<file path="config.mk">
export PLATFORM = sky130hd
export DESIGN_NAME = sms_spi_core
export DESIGN_NICKNAME = d
export VERILOG_FILES = /design/src/pkg/sms_pkg.sv /design/src/pkg/sms_fifo_if.sv /design/src/design/sms_fifo.sv /design/src/design/sms_spi_core.sv
export SDC_FILE = /design/constraint.sdc
export NUM_CORES = 1
export LEC_CHECK = 0
export ABC_AREA = 1
export BUFFER_PORTS_ARGS = -buffer_cell sky130_fd_sc_hd__buf_2
export CORE_MARGIN = 2
export CORE_UTILIZATION = 64
export DETAILED_ROUTE_END_ITERATION = 8
export PLACE_DENSITY_LB_ADDON = 0.3
export SLEW_MARGIN = 20
export SYNTH_ARGS = -nofsm -noshare
export SYNTH_HDL_FRONTEND = slang
export SYNTH_HIERARCHICAL = 1
export SYNTH_SLANG_ARGS = --single-unit
export TNS_END_PERCENT = 100
</file>
<file path="constraint.sdc">
create_clock -name ref_clk_i -period 5.06 [get_ports ref_clk_i]
set_input_delay 0 -clock ref_clk_i [delete_from_list [all_inputs] [get_ports ref_clk_i]]
set_output_delay 0 -clock ref_clk_i [all_outputs]
set_load 0.03 [all_outputs]
</file>
<file path="src/pkg/sms_pkg.sv">
// Shared constants and types of the serial shifter
package sms_pkg;
  localparam int unsigned SMS_W = 16;
  localparam int unsigned SMS_FIFO_DEPTH = 4;
  localparam logic [5:0] SMS_EDGES_NARROW = 6'h10;
  localparam logic [5:0] SMS_EDGES_WIDE = 6'h20;
  localparam logic [5:0] SMS_EDGE_STEP = 6'h01;
  localparam logic [10:0] SMS_BAUD_ONE = 11'h001;
  localparam logic [10:0] SMS_BAUD_RESET = 11'h000;
  localparam logic [15:0] SMS_WORD_RESET = 16'h0000;
  localparam logic [3:0] SMS_PIN_RESET = 4'h8;
  localparam int unsigned SMS_PIN_SCK = 0;
  localparam int unsigned SMS_PIN_MOSI = 1;
  localparam int unsigned SMS_PIN_MISO = 2;
  localparam int unsigned SMS_PIN_SS = 3;
  typedef enum logic [1:0] {SMS_IDLE, SMS_SHIFT, SMS_FINISH} sms_state_t;
endpackage

</file>
<file path="src/pkg/sms_fifo_if.sv">
// Valid/ready word channel between the shifter and its FIFO
`timescale 1ns/10ps
interface sms_fifo_if #(parameter int W = 16) ();
  logic valid;
  logic ready;
  logic [W-1:0] data;
  modport src (output valid, output data, input ready);
  modport snk (input valid, input data, output ready);
endinterface

</file>
<file path="src/design/sms_fifo.sv">
// Small register FIFO with valid/ready on both sides
`timescale 1ns/10ps
module sms_fifo #(
  parameter int W = 16,
  parameter int DEPTH = 4
) (
  input wire logic clk_i, // Clock
  input wire logic rst_n_i, // Synchronised reset, active low
  sms_fifo_if.snk push, // Filling side
  sms_fifo_if.src pop // Draining side
);
  localparam int AW = $clog2(DEPTH);
  localparam logic [AW:0] PTR_ONE = (AW+1)'(1);
  localparam logic [AW:0] PTR_DEPTH = (AW+1)'(DEPTH);

  logic [W-1:0] mem_r [DEPTH];
  logic [AW:0] wr_ptr_r;
  logic [AW:0] rd_ptr_r;
  logic full;
  logic empty;

  assign empty = (wr_ptr_r == rd_ptr_r);
  assign full = (wr_ptr_r[AW] != rd_ptr_r[AW]) && (wr_ptr_r[AW-1:0] == rd_ptr_r[AW-1:0]);
  assign push.ready = !full;
  assign pop.valid = !empty;
  assign pop.data = mem_r[rd_ptr_r[AW-1:0]];

  always_ff @(posedge clk_i or negedge rst_n_i) begin
    if (!rst_n_i) begin
      wr_ptr_r <= '0;
    end else if (push.valid && !full) begin
      wr_ptr_r <= wr_ptr_r + PTR_ONE;
    end
  end

  always_ff @(posedge clk_i or negedge rst_n_i) begin
    if (!rst_n_i) begin
      rd_ptr_r <= '0;
    end else if (pop.ready && !empty) begin
      rd_ptr_r <= rd_ptr_r + PTR_ONE;
    end
  end

  always_ff @(posedge clk_i) begin
    if (push.valid && !full) begin
      mem_r[wr_ptr_r[AW-1:0]] <= push.data;
    end
  end

  fifo_level_a:
    assert property (@(posedge clk_i) disable iff (!rst_n_i)
      (wr_ptr_r - rd_ptr_r) <= PTR_DEPTH)
    else $error("FIFO holds more words than its depth");

  fifo_order_a:
    assert property (@(posedge clk_i) disable iff (!rst_n_i)
      push.valid && push.ready && empty && !pop.ready |=> pop.valid && pop.data == $past(push.data))
    else $error("FIFO head differs from first word written");
endmodule

</file>
<file path="src/design/sms_spi_core.sv">
// Serial peripheral shifter, master or slave, with transmit FIFO
`timescale 1ns/10ps
module sms_spi_core (
  input wire logic ref_clk_i, // Bus clock
  input wire logic reset_n_i, // Async reset, active low
  input wire logic master_select_i, // 1 master, 0 slave
  input wire logic clock_polarity_sel_i, // Idle clock level
  input wire logic clock_phase_sel_i, // 1 sample on even edges
  input wire logic [2:0] rate_sel_i, // Rate select field
  input wire logic [2:0] rate_presel_i, // Rate preselect field
  input wire logic single_wire_ctrl_i, // Single-wire data pin mode
  input wire logic bidir_out_enable_i, // Drive the shared data pin
  input wire logic fault_detect_enable_i, // Select pin in use
  input wire logic select_out_enable_i, // Select pin is an output
  input wire logic wide_xfer_i, // 1 sixteen bits, 0 eight bits
  input wire logic status_rd_i, // Status register read strobe
  input wire logic data_rd_i, // Data register read strobe
  input wire logic data_wr_i, // Data register write strobe
  input wire logic [sms_pkg::SMS_W-1:0] wr_data_i, // Data register write value
  input wire logic fault_clear_i, // Clears mode fault flag
  output logic [sms_pkg::SMS_W-1:0] serial_data_reg_o, // Receive buffer
  output logic tx_empty_flag_o, // Transmit data has room
  output logic xfer_done_flag_o, // Received word waiting
  output logic mode_fault_o, // Mode fault flag
  input wire logic sck_i, // Clock pin in
  output logic sck_o, // Clock pin out
  output logic sck_oe_o, // Clock pin drive
  input wire logic mosi_i, // Master-out pin in
  output logic mosi_o, // Master-out pin out
  output logic mosi_oe_o, // Master-out pin drive
  input wire logic miso_i, // Master-in pin in
  output logic miso_o, // Master-in pin out
  output logic miso_oe_o, // Master-in pin drive
  input wire logic ss_n_i, // Select pin in, active low
  output logic ss_n_o, // Select pin out, active low
  output logic ss_oe_o // Select pin drive
);
  import sms_pkg::*;

  logic rst_meta_r, rst_n_r, sck_prev_r, run_master_r, sck_lvl_r, in_bit_r;
  logic tx_armed_r, done_armed_r, xfer_done_flag_r, rx_pend_r, fault_r;
  logic [3:0] pin_meta_r, pin_sync_r;
  sms_state_t state_r;
  logic [15:0] sreg_r, rx_hold_r, rx_data_r;
  logic [5:0] edge_cnt_r;
  logic [10:0] baud_cnt_r, gap_r;
  logic [10:0] pre_plus, half_len;
  logic [5:0] edges_total, edge_num;
  logic [15:0] word_now, rx_word;
  logic din, sel_n_sync, tick, phase_hit, sample_edge, shift_edge, last_edge;
  logic start, abort, word_done, flag_clr, fault_set;

  sms_fifo_if #(.W(SMS_W)) push_if ();
  sms_fifo_if #(.W(SMS_W)) pop_if ();

  sms_fifo #(.W(SMS_W), .DEPTH(SMS_FIFO_DEPTH)) u_fifo (
    .clk_i(ref_clk_i),
    .rst_n_i(rst_n_r),
    .push(push_if.snk),
    .pop(pop_if.src)
  );

  // ****************************************
  // Reset release and pin synchronisers
  // ****************************************
  always_ff @(posedge ref_clk_i or negedge reset_n_i) begin
    if (!reset_n_i) begin
      rst_meta_r <= 1'b0;
      rst_n_r <= 1'b0;
    end else begin
      rst_meta_r <= 1'b1;
      rst_n_r <= rst_meta_r;
    end
  end

  always_ff @(posedge ref_clk_i or negedge rst_n_r) begin
    if (!rst_n_r) begin
      pin_meta_r <= SMS_PIN_RESET;
      pin_sync_r <= SMS_PIN_RESET;
      sck_prev_r <= 1'b0;
    end else begin
      pin_meta_r <= {ss_n_i, miso_i, mosi_i, sck_i};
      pin_sync_r <= pin_meta_r;
      sck_prev_r <= pin_sync_r[SMS_PIN_SCK];
    end
  end

  // ****************************************
  // Configuration decode and edge events
  // ****************************************
  assign pre_plus = {8'h00, rate_presel_i} + SMS_BAUD_ONE;
  assign half_len = pre_plus << rate_sel_i;
  assign edges_total = wide_xfer_i ? SMS_EDGES_WIDE : SMS_EDGES_NARROW;
  assign sel_n_sync = pin_sync_r[SMS_PIN_SS];
  // Shared data pin in single-wire mode, else the opposite data pin
  assign din = master_select_i ? (single_wire_ctrl_i ? pin_sync_r[SMS_PIN_MOSI] : pin_sync_r[SMS_PIN_MISO])
                               : (single_wire_ctrl_i ? pin_sync_r[SMS_PIN_MISO] : pin_sync_r[SMS_PIN_MOSI]);
  assign tick = (state_r == SMS_SHIFT) && (run_master_r ? (baud_cnt_r == half_len - SMS_BAUD_ONE)
                                                        : (pin_sync_r[SMS_PIN_SCK] ^ sck_prev_r));
  assign edge_num = edge_cnt_r + SMS_EDGE_STEP;
  assign phase_hit = edge_num[0] ^ clock_phase_sel_i;
  assign sample_edge = tick && phase_hit;
  assign shift_edge = tick && !phase_hit && !(clock_phase_sel_i && edge_num == SMS_EDGE_STEP);
  assign last_edge = (edge_num == edges_total);
  // Master waits for a queued word, slave for its select being low
  assign start = (state_r == SMS_IDLE) &&
                 (master_select_i ? (pop_if.valid && !fault_r) : !sel_n_sync);
  // Mode change mid-word drops the word rather than mixing roles
  assign abort = (state_r == SMS_SHIFT) && ((run_master_r != master_select_i) ||
                 (run_master_r ? fault_r : sel_n_sync));
  assign pop_if.ready = start;
  assign word_now = clock_phase_sel_i ? {sreg_r[14:0], in_bit_r} : sreg_r;
  assign rx_word = wide_xfer_i ? word_now : {8'h00, word_now[7:0]};
  assign word_done = (state_r == SMS_FINISH);

  // ****************************************
  // Shift engine
  // ****************************************
  always_ff @(posedge ref_clk_i or negedge rst_n_r) begin
    if (!rst_n_r) begin
      state_r <= SMS_IDLE;
      run_master_r <= 1'b0;
      sreg_r <= SMS_WORD_RESET;
      edge_cnt_r <= '0;
      baud_cnt_r <= SMS_BAUD_RESET;
      sck_lvl_r <= 1'b0;
      in_bit_r <= 1'b0;
    end else begin
      unique case (state_r)
        SMS_IDLE: begin
          if (start) begin
            sreg_r <= pop_if.valid ? pop_if.data : SMS_WORD_RESET;
            run_master_r <= master_select_i;
            edge_cnt_r <= '0;
            baud_cnt_r <= SMS_BAUD_RESET;
            sck_lvl_r <= 1'b0;
            state_r <= SMS_SHIFT;
          end
        end
        SMS_SHIFT: begin
          if (abort) begin
            sck_lvl_r <= 1'b0;
            state_r <= SMS_IDLE;
          end else begin
            baud_cnt_r <= tick ? SMS_BAUD_RESET : baud_cnt_r + SMS_BAUD_ONE;
            if (tick) begin
              edge_cnt_r <= edge_num;
              if (run_master_r) begin
                sck_lvl_r <= !sck_lvl_r;
              end
              if (sample_edge) begin
                in_bit_r <= din;
              end
              if (shift_edge) begin
                sreg_r <= {sreg_r[14:0], in_bit_r};
              end
              if (last_edge) begin
                state_r <= SMS_FINISH;
              end
            end
          end
        end
        SMS_FINISH: begin
          sreg_r <= word_now;
          sck_lvl_r <= 1'b0;
          state_r <= SMS_IDLE;
        end
      endcase
    end
  end

  always_ff @(posedge ref_clk_i or negedge rst_n_r) begin
    if (!rst_n_r) begin
      gap_r <= SMS_BAUD_ONE;
    end else if (state_r != SMS_SHIFT || tick) begin
      gap_r <= SMS_BAUD_ONE;
    end else begin
      gap_r <= gap_r + SMS_BAUD_ONE;
    end
  end

  // ****************************************
  // Software flags and data buffers
  // ****************************************
  assign push_if.valid = data_wr_i && tx_armed_r;
  assign push_if.data = wr_data_i;
  assign tx_empty_flag_o = push_if.ready;
  assign flag_clr = data_rd_i && done_armed_r;
  assign fault_set = master_select_i && fault_detect_enable_i && !select_out_enable_i && !sel_n_sync;

  always_ff @(posedge ref_clk_i or negedge rst_n_r) begin
    if (!rst_n_r) begin
      tx_armed_r <= 1'b0;
      done_armed_r <= 1'b0;
      fault_r <= 1'b0;
    end else begin
      if (status_rd_i && tx_empty_flag_o) begin
        tx_armed_r <= 1'b1;
      end else if (data_wr_i) begin
        tx_armed_r <= 1'b0;
      end
      if (status_rd_i && xfer_done_flag_r) begin
        done_armed_r <= 1'b1;
      end else if (data_rd_i) begin
        done_armed_r <= 1'b0;
      end
      if (fault_set) begin
        fault_r <= 1'b1;
      end else if (fault_clear_i) begin
        fault_r <= 1'b0;
      end
    end
  end

  // Finished word waits in a holding stage until the done flag is clear
  always_ff @(posedge ref_clk_i or negedge rst_n_r) begin
    if (!rst_n_r) begin
      rx_pend_r <= 1'b0;
      rx_hold_r <= SMS_WORD_RESET;
      rx_data_r <= SMS_WORD_RESET;
      xfer_done_flag_r <= 1'b0;
    end else begin
      if (word_done) begin
        rx_hold_r <= rx_word;
        rx_pend_r <= 1'b1;
      end else if (rx_pend_r && !xfer_done_flag_r) begin
        rx_pend_r <= 1'b0;
      end
      if (rx_pend_r && !xfer_done_flag_r) begin
        rx_data_r <= rx_hold_r;
        xfer_done_flag_r <= 1'b1;
      end else if (flag_clr) begin
        xfer_done_flag_r <= 1'b0;
      end
    end
  end

  assign serial_data_reg_o = rx_data_r;
  assign xfer_done_flag_o = xfer_done_flag_r;
  assign mode_fault_o = fault_r;

  // ****************************************
  // Pin drivers
  // ****************************************
  assign sck_o = clock_polarity_sel_i ^ sck_lvl_r;
  assign sck_oe_o = master_select_i;
  assign mosi_o = wide_xfer_i ? sreg_r[15] : sreg_r[7];
  assign miso_o = mosi_o;
  assign mosi_oe_o = master_select_i && (!single_wire_ctrl_i || bidir_out_enable_i);
  assign miso_oe_o = !master_select_i && (state_r != SMS_IDLE) &&
                     (!single_wire_ctrl_i || bidir_out_enable_i);
  assign ss_n_o = (state_r == SMS_IDLE);
  assign ss_oe_o = master_select_i && fault_detect_enable_i && select_out_enable_i;

  // ****************************************
  // Assertions
  // ****************************************
  ss_drive_a:
    assert property (@(posedge ref_clk_i) disable iff (!rst_n_r)
      master_select_i && fault_detect_enable_i && select_out_enable_i && run_master_r && state_r == SMS_SHIFT
      |-> ss_oe_o && !ss_n_o)
    else $error("Select not driven low during transfer");

  fault_flag_a:
    assert property (@(posedge ref_clk_i) disable iff (!rst_n_r)
      master_select_i && fault_detect_enable_i && !select_out_enable_i && !pin_sync_r[SMS_PIN_SS]
      |=> mode_fault_o)
    else $error("Low select input did not raise mode fault");

  idle_clock_a:
    assert property (@(posedge ref_clk_i) disable iff (!rst_n_r)
      master_select_i && state_r == SMS_IDLE |-> sck_o == clock_polarity_sel_i)
    else $error("Idle clock level wrong");

  slave_pins_a:
    assert property (@(posedge ref_clk_i) disable iff (!rst_n_r)
      !master_select_i |-> !sck_oe_o && !mosi_oe_o && !ss_oe_o)
    else $error("Slave drives a master pin");

  master_start_a:
    assert property (@(posedge ref_clk_i) disable iff (!rst_n_r)
      master_select_i && state_r == SMS_IDLE && pop_if.valid && !fault_r
      |=> state_r == SMS_SHIFT && sreg_r == $past(pop_if.data))
    else $error("Master did not load queued word");

  slave_wait_a:
    assert property (@(posedge ref_clk_i) disable iff (!rst_n_r)
      !master_select_i && state_r == SMS_IDLE && sel_n_sync |=> state_r == SMS_IDLE)
    else $error("Slave started without select");

  rx_move_a:
    assert property (@(posedge ref_clk_i) disable iff (!rst_n_r)
      word_done && !xfer_done_flag_r && !rx_pend_r
      |=> ##1 xfer_done_flag_o && serial_data_reg_o == $past(rx_word, 2))
    else $error("Received word not moved to buffer");

  tx_load_a:
    assert property (@(posedge ref_clk_i) disable iff (!rst_n_r)
      status_rd_i && tx_empty_flag_o && !data_wr_i ##1 data_wr_i |-> push_if.valid && push_if.ready)
    else $error("Armed data write not accepted");

  rate_gen_a:
    assert property (@(posedge ref_clk_i) disable iff (!rst_n_r)
      run_master_r && tick |-> gap_r == half_len)
    else $error("Serial clock half period wrong");

  pin_dir_a:
    assert property (@(posedge ref_clk_i) disable iff (!rst_n_r)
      master_select_i && single_wire_ctrl_i |-> mosi_oe_o == bidir_out_enable_i && !miso_oe_o)
    else $error("Single-wire pin direction wrong");

  width_a:
    assert property (@(posedge ref_clk_i) disable iff (!rst_n_r)
      word_done |-> edge_cnt_r == edges_total)
    else $error("Edge count differs from transfer width");
endmodule

</file>
# Word level (Yosys, flattened, before mapping)

Memory sizes are Yosys's and may differ from the RTL's.
Index checks and enable logic that the tools add are counted.
W data, S select, Z words.

Bits in registers: 92
Memory bits (writable): 64
Input bits: 40
Output and inout port bits: 27
Logic and storage cells: 146
Memories: 1

Memory list:

| memory       | depth | bits a word | rd ports | clocked after memory_dff | wr ports | line           | RTL |
|---|---|---|---|---|---|---|---|
| u_fifo.mem_r | 4     | 16          | 1        | 0                        | 1        | sms_fifo.sv:16 | `logic [W-1:0] mem_r [DEPTH];` |

$add $sub $neg: 6
Equal/unequal tests: 16
Shift operators: 1
Muxes and demuxes: 46
Bitwise logic cells: 4
Reductions and logical operators: 51

Operators with widths:

| kind                    | number |
|---|---|
| $mux W16                | 7 |
| $pmux W16 S3            | 1 |
| $mux W11                | 3 |
| $mux W6                 | 4 |
| $logic_and A1 B1 Y1     | 23 |
| $mux W1                 | 23 |
| $pmux W11 S2            | 1 |
| $reduce_bool A2 Y1      | 7 |
| $pmux W6 S2             | 1 |
| $reduce_and A4 Y1       | 3 |
| $add A11 B1 Y11 const B | 1 |
| $eq A11 B11 Y1          | 1 |
| $logic_not A1 Y1        | 11 |
| $shl A4 B3 Y11          | 1 |
| $sub A11 B1 Y11 const B | 1 |
| $ne A3 B3 Y1 const B    | 3 |
| $reduce_and A3 Y1       | 3 |
| $mux W2                 | 4 |
| $add A3 B1 Y3 const B   | 2 |
| $add A6 B1 Y6 const B   | 1 |
| $eq A6 B1 Y1 const B    | 1 |
| $eq A6 B6 Y1            | 1 |
| $ne A2 B2 Y1 const B    | 3 |
| $pmux W2 S3             | 1 |
| other kinds (13)        | 17 |

# Longest topological paths before layout

Gate-level depths: netlist (run 1).

Word-level depth: 12
Depth in mapped cells: 21
Mapped depth without buffers: 19

# Cells and area by module

Netlist (run 1), hierarchy kept.

By module, submodules not included:

| module       | times used | cells each | area each (µm²) | seq. area each (µm²) |
|---|---|---|---|---|
| sms_spi_core | 1          | 649        | 4865.9          | 2154.6 |
| sms_fifo     | 1          | 214        | 2827.7          | 2072.0 |

# Worst setup path after synthesis (run 1)

Ideal clock, no wire load.

Path type: register to register
Start point: register u_fifo.rd_ptr_r[1]
End point: register baud_cnt_r[9]
Library setup time: 0.120 ns
Data arrival time: 2.289 ns
Required time: 4.940 ns
Setup slack: 2.651 ns
Cell stages (with the launch flop): 16
Path buffers: 2
Clock period less this slack: 2.409 ns
Path through: dfrtp_1 -> buf_6 -> xnor2_4 -> nand3_2 -> buf_2 -> nand3_1 -> nand3_1 -> nand2_1 -> a21oi_4 -> nand2_1 -> nor3_2 -> nand2_1 -> nor2_1 -> nand3_1 -> xor2_1 -> nor2_1

Cells in the longest elaborated chain, start to end: 7

RTL lines:

| element                            | line                | RTL |
|---|---|---|
| from (decl)                        | sms_fifo.sv:18      | `logic [AW:0] rd_ptr_r;` |
| from (signal assigned)             | sms_fifo.sv:40      | `rd_ptr_r <= rd_ptr_r + PTR_ONE;` |
| $eq A3 B3 Y1                       | sms_fifo.sv:22      | `assign empty = (wr_ptr_r == rd_ptr_r);` |
| $logic_not A1 Y1                   | sms_fifo.sv:25      | `assign pop.valid = !empty;` |
| via pop_if.valid                   | sms_fifo_if.sv:4    | `logic valid;` |
| $logic_and A1 B1 Y1                | sms_spi_core.sv:107 | `(master_select_i ? (pop_if.valid && !fault_r) : !sel_n_sync);` |
| $mux W1                            | sms_spi_core.sv:107 |  |
| $logic_and A1 B1 Y1                | sms_spi_core.sv:106 | `assign start = (state_r == SMS_IDLE) &&` |
| $ne A2 B1 Y1 (no source line)      | -                   |  |
| $reduce_and A3 Y1 (no source line) | -                   |  |
| to (signal assigned)               | sms_spi_core.sv:145 | `baud_cnt_r <= tick ? SMS_BAUD_RESET : baud_cnt_r + SMS_BAUD_ONE;` |
| to (decl)                          | sms_spi_core.sv:46  | `logic [10:0] baud_cnt_r, gap_r;` |

The timed path passes the listed nets, and every way through them passes these cells.
A chain may end at the register's enable or synchronous reset.

# Final worst setup path (run 1)

Start point: register u_fifo.rd_ptr_r[0]
End point: register sreg_r[11]

Cells in the longest elaborated chain, start to end: 7
Elaborated cells between the ends (all ways): 11
Classes of those cells: eq/ne: 2; mux: 4; reduce/logical: 4; memory: 1

RTL lines:

| element                            | line                | RTL |
|---|---|---|
| $eq A3 B3 Y1                       | sms_fifo.sv:22      |  |
| $logic_not A1 Y1                   | sms_fifo.sv:25      |  |
| via pop_if.valid                   | sms_fifo_if.sv:4    |  |
| $logic_and A1 B1 Y1                | sms_spi_core.sv:107 |  |
| $mux W1                            | sms_spi_core.sv:107 |  |
| $logic_and A1 B1 Y1                | sms_spi_core.sv:106 |  |
| $ne A2 B1 Y1 (no source line)      | -                   |  |
| $reduce_and A4 Y1 (no source line) | -                   |  |
| to (signal assigned)               | sms_spi_core.sv:132 | `sreg_r <= pop_if.valid ? pop_if.data : SMS_WORD_RESET;` |
| to (signal assigned)               | sms_spi_core.sv:155 | `sreg_r <= {sreg_r[14:0], in_bit_r};` |
| to (signal assigned)               | sms_spi_core.sv:164 | `sreg_r <= word_now;` |
| to (decl)                          | sms_spi_core.sv:44  | `logic [15:0] sreg_r, rx_hold_r, rx_data_r;` |

The timed path passes the listed nets, and every way through them passes these cells. The select of a mux whose other input is x is not followed.

==> results_dict.tcl, run 1 <==
set metrics [dict create \
    pwr-share-comb_pct 38.1 \
    clock_path_buffers 2 \
    worst-setup-path-type "flop to flop" \
    rsz0062_at_grt "no" \
    utilization_pct 75.7 \
    rr_startpoint "u_fifo/rd_ptr_r[0]" \
    switching_power_mw 2.09 \
    cp.required_ns 5.37 \
    syn-num-nets 916 \
    critical_path_arrival_ns 3.84 \
    final-hold-violation-count 0 \
    final_max_slew_viol_count 0 \
    seqPwrFrac_pct 36.5 \
    power_density_nw_per_um2 582 \
    cp_cell_sequence "inv_4 > nand2_1 > nand2_2 > nand3_2 > nand3_1 > nand3_1 > nand2_1 > a21oi_2 > nand2_1 > nand2_1 > nand2_1" \
    ff2ff_setup_slack_ns 1.52 \
    area_growth_pct 16.7 \
    fin_skew_ns 0.00491 \
    hpwl_mm 10.4 \
    p_leak_nw 4.16 \
    cts.htree.levels 4 \
    setup_viol 0 \
    worst_slew_margin_rel_pct 43.3 \
    wl_mm 16.1 \
    wl_per_cell_um 14.6 \
    grt_max_degree 54 \
    cts_tree "built" \
    fin_setup_tns_ns 0 \
    antenna_cells 0 \
    nets 999 \
    ys_seq_area_share_pct 54.9 \
    clk_pin_slew_ns 0.06 \
    yosysMostFrequentCell "nand2_1" \
    initial_utilization_pct 64.9 \
    dp.cells 1044 \
    crit_slowest_cell "dfrtp_2" \
    root_buffer "clkbuf_16" \
    yosysTopAreaCell "dfrtp_1" \
    port_buffers 66 \
    drt_first_iter_violations 409 \
    finalNonFillerCells 1105 \
    max-cap-violations 0 \
    drive_gt1_share_pct 14.3 \
    vias 6056 \
    cts_sinks 156 \
    path_depth 11 \
    path_common_cell "nand2_1" \
    start_kind "flop" \
    drc 0 \
    end_kind "flop" \
    worst_skew_pair.late_latency_ns 0.42 \
    clock.fmax_mhz 283 \
    grt-ovfl-total 0 \
    status "finished, final reports clean" \
    met3_usage_pct 5.26 \
    syn_area_sq_um 7690 \
    synth.top_cells.by_area "dfrtp_1 (29%), edfxtp_1 (25%), nand2_1 (10%), o21ai_0 (6.0%), nand3_1 (4.5%)" \
    grt-busiest-layer "met2" \
    power_switching_share_pct 40.0 \
    whs_ns 0.154 \
    first_global_vias 5540 \
    gr-usage-met2_pct 44.0 \
    antenna_found_initial 0 \
    avgViaCountPerCell 5.48 \
    post-synth-top-area-fraction_pct 29.3 \
    rr_worst_depth 11 \
    crit_path_end "sreg_r[11]" \
    yosys_warnings 6 \
    worstMarginPinSlew_ns 0.848 \
    die_h_um 114 \
    fin_crit_ns 3.54 \
    met1_usage_pct 34.0 \
    rows 40 \
    async_flop_share_pct 59.0 \
    power_mw 5.23 \
    critical_path.startpoint "u_fifo/rd_ptr_r[0]" \
    ant_nets 0 \
    yosys-top-cells-count "nand2_1 (208), o21ai_0 (92), dfrtp_1 (90)" \
    yosysUniqueCellTypes 47 \
    cts_resized 0 \
    cp.buffers_inverters 1 \
    synthCells 863 \
    gp_congestion 0.829 \
    drt_first_pass_iters 5 \
    synth_edf_count 64 \
    intPower_mw 3.14 \
    worstHoldPathType "input pin to flop" \
    fin_crit_sh_pct 69.9 \
    cts_buffers 17 \
    cp_slowest_stage_delay_ns 0.75 \
    die-width_um 114 \
    grt_pass1_wl_mm 26.2 \
    syn_avg_cell_area_sq_um 8.91 \
    cp_top_family "simple AND/OR/NAND/NOR gates" \
    cp_max_fo 36 \
    ir_drop_mv 0.314 \
    clkPwrFrac_pct 25.4 \
    reg2reg_to "sreg_r[11]" \
    ys_seq_elements 156 \
    die_area_sq_um 12900 \
    globalRouteTotalUtil_pct 26.1 \
    core_sq_um 11900 \
    ys.flop_type "dfrtp_1" \
    io_pins 67 \
]
-- routing by layer --
metal	wire length, um	share of wire [%]
met1	7080	44
met4	259	1.6
met2	7960	49
met5	0	0
met3	827	5.1
-- worst min path at each step --
stage	startpoint	endpoint	slack, ns	cells past startpoint
floorplan	reset_n_i	rst_meta_r	-0.30	0
global placement	reset_n_i	rst_meta_r	-0.21	1
detailed placement	reset_n_i	rst_meta_r	-0.21	1
CTS	single_wire_ctrl_i	in_bit_r	0.14	5
global route	single_wire_ctrl_i	in_bit_r	0.18	5
finish	single_wire_ctrl_i	in_bit_r	0.15	5
-- kinds of logic (layout without fill, tap and decap cells) --
| logic type | after synthesis | in the layout | share of synthesized area (%) |
|---|---|---|---|
| XOR/XNOR | 20 | 20 | 2.52 |
| flip-flops | 156 | 156 | 54.9 |
| adder cells (fa/ha/maj) | 13 | 13 | 2.11 |
| AO/OA/AOI/OAI | 157 | 157 | 11.3 |
| AND/OR/NAND/NOR | 383 | 383 | 21.7 |
| buffers and inverters | 132 | 227 | 7.22 |
| other | 1 | 1 | 0.0487 |
| multiplexers | 1 | 1 | 0.146 |
-- tightest hold or removal path, cell delays in order --
cell	delay (ns)
buf_2	0.10
xnor2_1	0.12
mux2_2	0.17
nor2_1	0.05
a21oi_1	0.10
-- flip-flops by register name, indices dropped and copies added (netlist names), 2 cells and up --
register           cells
state_r                2
u_fifo/mem_r          64
serial_data_reg_o     16
pin_meta_r             4
u_fifo/rd_ptr_r        3
pin_sync_r             4
u_fifo/wr_ptr_r        3
rx_hold_r             16
edge_cnt_r             6
sreg_r                16
baud_cnt_r            11
-- layout by cell type (no fill, tap or decap), types with 3 or more instances in the layout --
cell type	n
a21oi_1	21
buf_2	66
buf_4	4
bufinv_16	3
clkbuf_16	19
clkbuf_4	3
clkinv_1	3
dfrtp_1	88
dlygate4sd3_1	30
edfxtp_1	64
ha_1	13
inv_1	88
inv_2	4
nand2_1	208
nand2_2	3
nand3_1	69
nand3_2	7
nand3b_1	3
nand4_1	9
nor2_1	69
nor3_1	6
o21ai_0	92
o21ai_1	5
o21ai_2	6
o22ai_1	26
xnor2_1	3
xor2_1	16
-- area by class of cell --
type                       count  area [sq um]
fill                         824          2880
clock inverter                 8           128
timing repair buffer         100           661
clock buffer                  23           502
sequential                   156          4230
multi-input combinational    575          2910
inverter                      96           363
tap                          147           184
-- metrics by stage --
| step | worst slack, ns | cell area (sq um) |
|---|---|---|
| 2_1_floorplan | 2.31 | 7690 |
| 3_3_place_gp | 1.44 | 8050 |
| 3_5_place_dp | 1.27 | 8050 |
| 4_1_cts | 1.23 | 8980 |
| 5_1_grt | 1.17 | 8980 |
| 6_report | 1.52 | 8980 |
-- power groups by stage --
stage / clock network (mW) / logic, mW / registers, mW
2_1_floorplan: 0 / 1.52 / 1.94
3_3_place_gp: 0 / 1.87 / 1.90
4_1_cts: 1.35 / 1.98 / 1.90
5_1_grt: 1.40 / 2.24 / 1.95
6_report: 1.33 / 1.99 / 1.91
3_5_place_dp: 0 / 1.93 / 1.92
-- timing repair --
action                    CTS  global route
hold buffers               30             0
setup buffers               0             0
hold endpoints to repair   82             0
(Power assumes the default switching activity.)
==> inputs of run 2 (changes only) <==
Settings changed: CORE_UTILIZATION 64 to 60.
Clock period 5.06 ns to 3.4 ns, I/O delays scaled along.
==> run 2 against run 1 <==
Compared with the run above: sequential power up 43%; worst hold slack worse by 0.12 ns; global-route usage down 1.9 points; non-clock buffer count up 6; combinational power up 56%; clock-buffer cell count down 6; critical path depth up 3; clock skew up 0.0049 ns; setup slack worse by 1.0 ns; core utilization down 4.0 points.
==> results_dict.tcl, run 2 (synthesis gave the netlist of run 1 again) <==
set metrics [dict create \
    status "finished, final reports clean" \
    rsz0062_at_grt "no" \
    end_kind "flop" \
    postCtsSetupBuffers 0 \
    final_common_cell "nand2_1" \
    largest_register_ffs 64 \
    rows 41 \
    fillCellCount 937 \
    grt-ovfl-total 0 \
    multi_input_area_sq_um 2910 \
    cp.required_ns 3.71 \
    cp_max_fo 17 \
    crit_slowest_cell "a21oi_2" \
    fin_area_sq_um 9020 \
    cts_buffers 17 \
    vias 5980 \
    worst_slew_margin_rel_pct 42.3 \
    clock_path_buffers 2 \
    cts.htree.levels 4 \
    power_mw 7.66 \
    die_area_sq_um 13700 \
    die_h_um 117 \
    antenna_cells 0 \
    path_common_cell "nand2_1" \
    io_pins 67 \
    worst_skew_pair.late_latency_ns 0.43 \
    fin_setup_tns_ns 0 \
    ir_drop_mv 0.566 \
    mostFrequentLayoutCells "nand2_1 (208), o21ai_0 (92), dfrtp_1 (89)" \
    fin_crit_ns 2.89 \
    power_density_nw_per_um2 850 \
    cp.buffers_inverters 3 \
    gp_congestion 0.825 \
    port_buffers 66 \
    core_sq_um 12600 \
    nets 1005 \
    p_leak_nw 4.16 \
    root_buffer "clkbuf_16" \
    cts_resized 0 \
    worstHoldPathType "input pin to flop" \
    start_kind "flop" \
    first_global_vias 5600 \
    fin_crit_sh_pct 84.9 \
    cp_slowest_stage_delay_ns 0.58 \
    avgViaCountPerCell 5.26 \
    max-cap-violations 0 \
    globalRouteTotalUtil_pct 24.2 \
    final-hold-violation-count 0 \
    grt_pass1_wl_mm 25.3 \
    cts_tree "built" \
    antenna_found_initial 0 \
    hpwl_mm 10.0 \
    wl_per_cell_um 13.7 \
    drt_first_pass_iters 6 \
    clk_pin_slew_ns 0.06 \
    final_max_slew_viol_count 0 \
    postCtsHoldBufs 29 \
    cts_sinks 156 \
    area_growth_pct 17.2 \
    initial_utilization_pct 61.2 \
    critical_path_arrival_ns 3.20 \
    final-seq-area_sq_um 4230 \
    drt_first_iter_violations 368 \
    setup_viol 0 \
    cp_cell_sequence "ha_1 > nand2_1 > inv_1 > nand2_1 > xor2_1 > inv_1 > nor2_1 > inv_1 > nor3_1 > a31o_2 > a21oi_2 > nand2_1 > nand2_1 > nand2_1" \
    ant_nets 0 \
    clock.fmax_mhz 346 \
    wl_mm 15.6 \
    die-width_um 117 \
    drc 0 \
    worstMarginPinSlew_ns 0.864 \
    fin_skew_ns 0.00982 \
    drive_gt1_share_pct 14.9 \
    placed_cell_area_sq_um 8130 \
    grt_max_degree 85 \
    cp_top_family "simple AND/OR/NAND/NOR gates" \
    worst-setup-path-type "flop to flop" \
]
[run 2: per-layer routing]
layer / track usage [%] / vias to the layer above / routed length (um)
met2: 40.5 / 156 / 7480
met4: 8.47 / 0 / 255
met1: 30.4 / 2754 / 6950
li1: - / 3045 / -
met5: 0 / - / 0
met3: 6.90 / 25 / 886
[run 2: power by group]
part           internal, mW  total, mW  switching [mW]
clock                  1.03       1.82           0.793
sequential             2.47       2.74           0.266
combinational         0.969       3.10            2.13
total                  4.47       7.66            3.19
[run 2: cell type report]
type	count	area share, %
tap	172	2.39
inverter	96	4.02
multi-input combinational	575	32.3
clock inverter	15	1.65
sequential	156	46.9
clock buffer	17	4.72
timing repair buffer	106	8.02
[run 2: worst paths after layout]
path / start / to / slack, ns / depth (start not counted)
min in group asynchronous: rst_n_r / rx_hold_r[1] / 0.26 / 0
max: edge_cnt_r[0] / sreg_r[11] / 0.51 / 14
max reg2reg: edge_cnt_r[0] / sreg_r[11] / 0.51 / 14
max in group asynchronous: rst_n_r / rx_hold_r[11] / 2.40 / 2
min: wide_xfer_i / rx_hold_r[13] / 0.03 / 3
min reg2reg: rst_n_r / rx_hold_r[1] / 0.26 / 0
[run 2: stage by stage]
stage	worst slack, ns	hold slack (ns)	util (%)	cells
after floorplan	0.651	-0.296	-	863
after global placement	0.666	-0.214	64.6	1075
after detailed placement	0.563	-0.213	64.6	1075
after CTS	0.543	0.0165	71.5	1136
after global routing	0.229	0.0383	71.7	1137
final	0.513	0.0334	71.7	1137
[run 2: worst register-to-register path, stage by stage (launching register included)]
cell and delay [ns]:
dfrtp_1 0.42, ha_1 0.20, nand2_1 0.06, inv_1 0.09, nand2_1 0.07, xor2_1 0.16, inv_1 0.08, nor2_1 0.05
inv_1 0.06, nor3_1 0.04, a31o_2 0.21, a21oi_2 0.58, nand2_1 0.52, nand2_1 0.16, nand2_1 0.07
==> inputs of run 3 (changes only) <==
Settings changed: ABC_AREA 1 to 0, CORE_UTILIZATION 60 to 54.
Clock period 3.4 ns to 2.6 ns, I/O delays scaled along.
==> run 3 against run 2 <==
Compared with the run above: the flow now finishes with violations (negative setup slack); final cell count is 9.1% lower; combinational power is 17% higher; first-iteration DRC count is 15% lower; largest cell class unchanged; largest power group unchanged; highest routed layer unchanged.
==> results_dict.tcl, run 3 <==
set metrics [dict create \
    cp_top_family "compound AO/OA/AOI/OAI gates" \
    cts_sinks 156 \
    gp_congestion 0.827 \
    yosys_warnings 6 \
    cts.htree.levels 4 \
    met1_usage_pct 31.6 \
    drive_gt1_share_pct 33.6 \
    cp.required_ns 2.90 \
    power_mw 9.27 \
    cts_tree "built" \
    crit_slowest_cell "or4_4" \
    drt_first_pass_iters 5 \
    core_sq_um 14400 \
    antenna_cells 0 \
    start_kind "input pin" \
    grt-busiest-layer "met2" \
    finalWorstSetupSlack_ns -0.164 \
    post-place-ws_ns -0.732 \
    yosysUniqueCellTypes 75 \
    port_buffers 66 \
    drc 0 \
    grt_pass1_wl_mm 31.0 \
    crit_path_end "sreg_r[7]" \
    end_kind "flop" \
    gr-usage-met2_pct 42.3 \
    pwr-share-comb_pct 39.0 \
    fin_setup_tns_ns -2.28 \
    rsz0062_at_grt "yes" \
    whs_ns 0.0987 \
    fin_crit_sh_pct 106 \
    cp_cell_sequence "buf_8 > ha_4 > and2b_2 > a21oi_2 > nand2b_4 > ha_4 > o2111ai_4 > o21bai_1 > o211a_1 > a211oi_2 > o2111ai_2 > or4_4 > a31oi_4 > buf_6 > buf_12 > mux2_4" \
    ant_nets 0 \
    violations "negative setup slack" \
    reg2reg_to "sreg_r[7]" \
    drt_first_iter_violations 313 \
    rr_startpoint "baud_cnt_r[2]" \
    largest_register_ffs 64 \
    fin_skew_ns 0.0100 \
    fin_crit_ns 2.76 \
    worstHoldPathType "input pin to flop" \
    switching_power_mw 3.12 \
    wl_per_cell_um 17.8 \
    synth_edf_count 64 \
    syn_area_sq_um 7910 \
    path_depth 16 \
    worst_slew_margin_rel_pct 41.3 \
    hold-path-cell-count 4 \
    worst_skew_pair.late_latency_ns 0.42 \
    clk_pin_slew_ns 0.06 \
    post-synth-top-area-fraction_pct 28.5 \
    p_leak_nw 4.47 \
    yosysTopAreaCell "dfrtp_1" \
    ys.flop_type "dfrtp_1" \
    met3_usage_pct 4.28 \
    power_density_nw_per_um2 914 \
    antenna_found_initial 0 \
    setup_viol 16 \
    syn_avg_cell_area_sq_um 11.8 \
    final_max_slew_viol_count 0 \
    critical_path_arrival_ns 3.07 \
    hpwl_mm 12.5 \
    yosysMostFrequentCell "dfrtp_1" \
    intPower_mw 6.15 \
    placed_cell_area_sq_um 8970 \
    syn-num-nets 723 \
    io_pins 67 \
    clock_path_buffers 2 \
    nets 889 \
    cp_max_fo 8 \
    synth.top_cells.by_area "dfrtp_1 (28%), edfxtp_1 (24%), mux4_2 (4.6%), nand2_1 (3.8%), mux2_2 (3.3%)" \
    area_growth_pct 28.2 \
    mostFrequentLayoutCells "dfrtp_1 (89), buf_4 (82), nand2_1 (80)" \
    ir_drop_mv 0.631 \
    vias 5921 \
    yosys-top-cells-count "dfrtp_1 (90), nand2_1 (81), edfxtp_1 (64)" \
    rows 44 \
    seqPwrFrac_pct 35.2 \
    die-width_um 125 \
    max-cap-violations 0 \
    path_common_cell "ha_4" \
    wl_mm 18.4 \
    rr_worst_depth 11 \
    cts_buffers 17 \
    worst-setup-path-type "input pin to flop" \
    async_flop_share_pct 59.0 \
    ff2ff_setup_slack_ns -0.13 \
    status "finished, violations left" \
    worstMarginPinSlew_ns 0.880 \
    critical_path.startpoint "rate_presel_i[0]" \
    clkPwrFrac_pct 25.8 \
    clock.fmax_mhz 362 \
    power_switching_share_pct 33.6 \
    ys_seq_area_share_pct 53.4 \
    first_global_vias 6278 \
    final-hold-violation-count 0 \
    die_area_sq_um 15600 \
    grt_max_degree 48 \
    final_common_cell "dfrtp_1" \
    fin_area_sq_um 10100 \
    grt-ovfl-total 0 \
    cp_slowest_stage_delay_ns 0.45 \
    avgViaCountPerCell 5.73 \
    cp.buffers_inverters 3 \
    ys_seq_elements 156 \
    globalRouteTotalUtil_pct 24.7 \
    initial_utilization_pct 54.8 \
    root_buffer "clkbuf_16" \
    die_h_um 125 \
    synthCells 670 \
]
[run 3: changes by cell type in the layout (fill, tap and decap cells not counted), moves of 47 or more]
| cell | delta |
|---|---|
| nand2_1 | -128 |
| buf_4 | +72 |
| inv_1 | -56 |
| nor2_1 | -53 |
| nand3_1 | -47 |
| o21ai_0 | -47 |
[run 3: worst min-delay path: stages]
cell	delay [ns]
buf_2	0.10
xor2_1	0.07
mux2i_1	0.22
o41ai_1	0.09
[run 3: worst min path at each step]
stage / endpoint / slack [ns] / startpoint
after detailed placement: rst_n_r / -0.21 / reset_n_i
after floorplan: rst_meta_r / -0.30 / reset_n_i
after global placement: rst_meta_r / -0.22 / reset_n_i
after global routing: in_bit_r / 0.11 / single_wire_ctrl_i
after CTS: in_bit_r / 0.08 / single_wire_ctrl_i
final: in_bit_r / 0.1 / single_wire_ctrl_i
[run 3: area by class of cell]
class	instances	area, sq um
clock buffer	22	472
clock inverter	10	106
fill	1017	4280
inverter	32	120
multi-input combinational	445	3640
sequential	156	4230
tap	184	230
timing repair buffer	184	1340
[run 3: kinds of logic after synthesis]
| group | after synthesis | share of synthesized area (%) |
|---|---|---|
| compound gates | 150 | 13.3 |
| xor+xnor | 35 | 4.43 |
| fa+ha+maj | 13 | 2.06 |
| buf+inv | 70 | 3.86 |
| flops | 156 | 53.4 |
| mux | 55 | 10.5 |
| other cells | 1 | 0.0474 |
| simple gates | 190 | 12.4 |
[run 3: power groups by stage]
| stage | registers, mW | logic (mW) | clock network [mW] |
|---|---|---|---|
| 2_1_floorplan | 3.25 | 2.39 | 0 |
| 3_3_place_gp | 3.26 | 3.25 | 0 |
| 3_5_place_dp | 3.30 | 3.35 | 0 |
| 4_1_cts | 3.25 | 3.61 | 2.43 |
| 5_1_grt | 3.31 | 3.91 | 2.53 |
| 6_report | 3.26 | 3.62 | 2.39 |
[run 3: through the flow]
step	instances	utilization, %
6_report	1033	70.3
3_5_place_dp	959	62.2
5_1_grt	1033	70.3
4_1_cts	1032	69.8
3_3_place_gp	959	62.2
2_1_floorplan	670	-
[run 3: per-layer routing]
layer  routed length, um  vias up
met4                 446        0
met3                 763       33
met5                   0        -
met2                9190      180
met1                7970     2924
li1                    -     2784
[run 3: timing repair]
| action | in CTS | in global routing |
|---|---|---|
| gates cloned | 1 | 1 |
| endpoints found under the setup margin | 30 | 33 |
| resized for setup | 25 | 20 |
| hold buffers | 30 | 0 |
| buffers inserted | 10 | 3 |
| pin swaps | 13 | 6 |
| hold endpoints to repair | 82 | 0 |
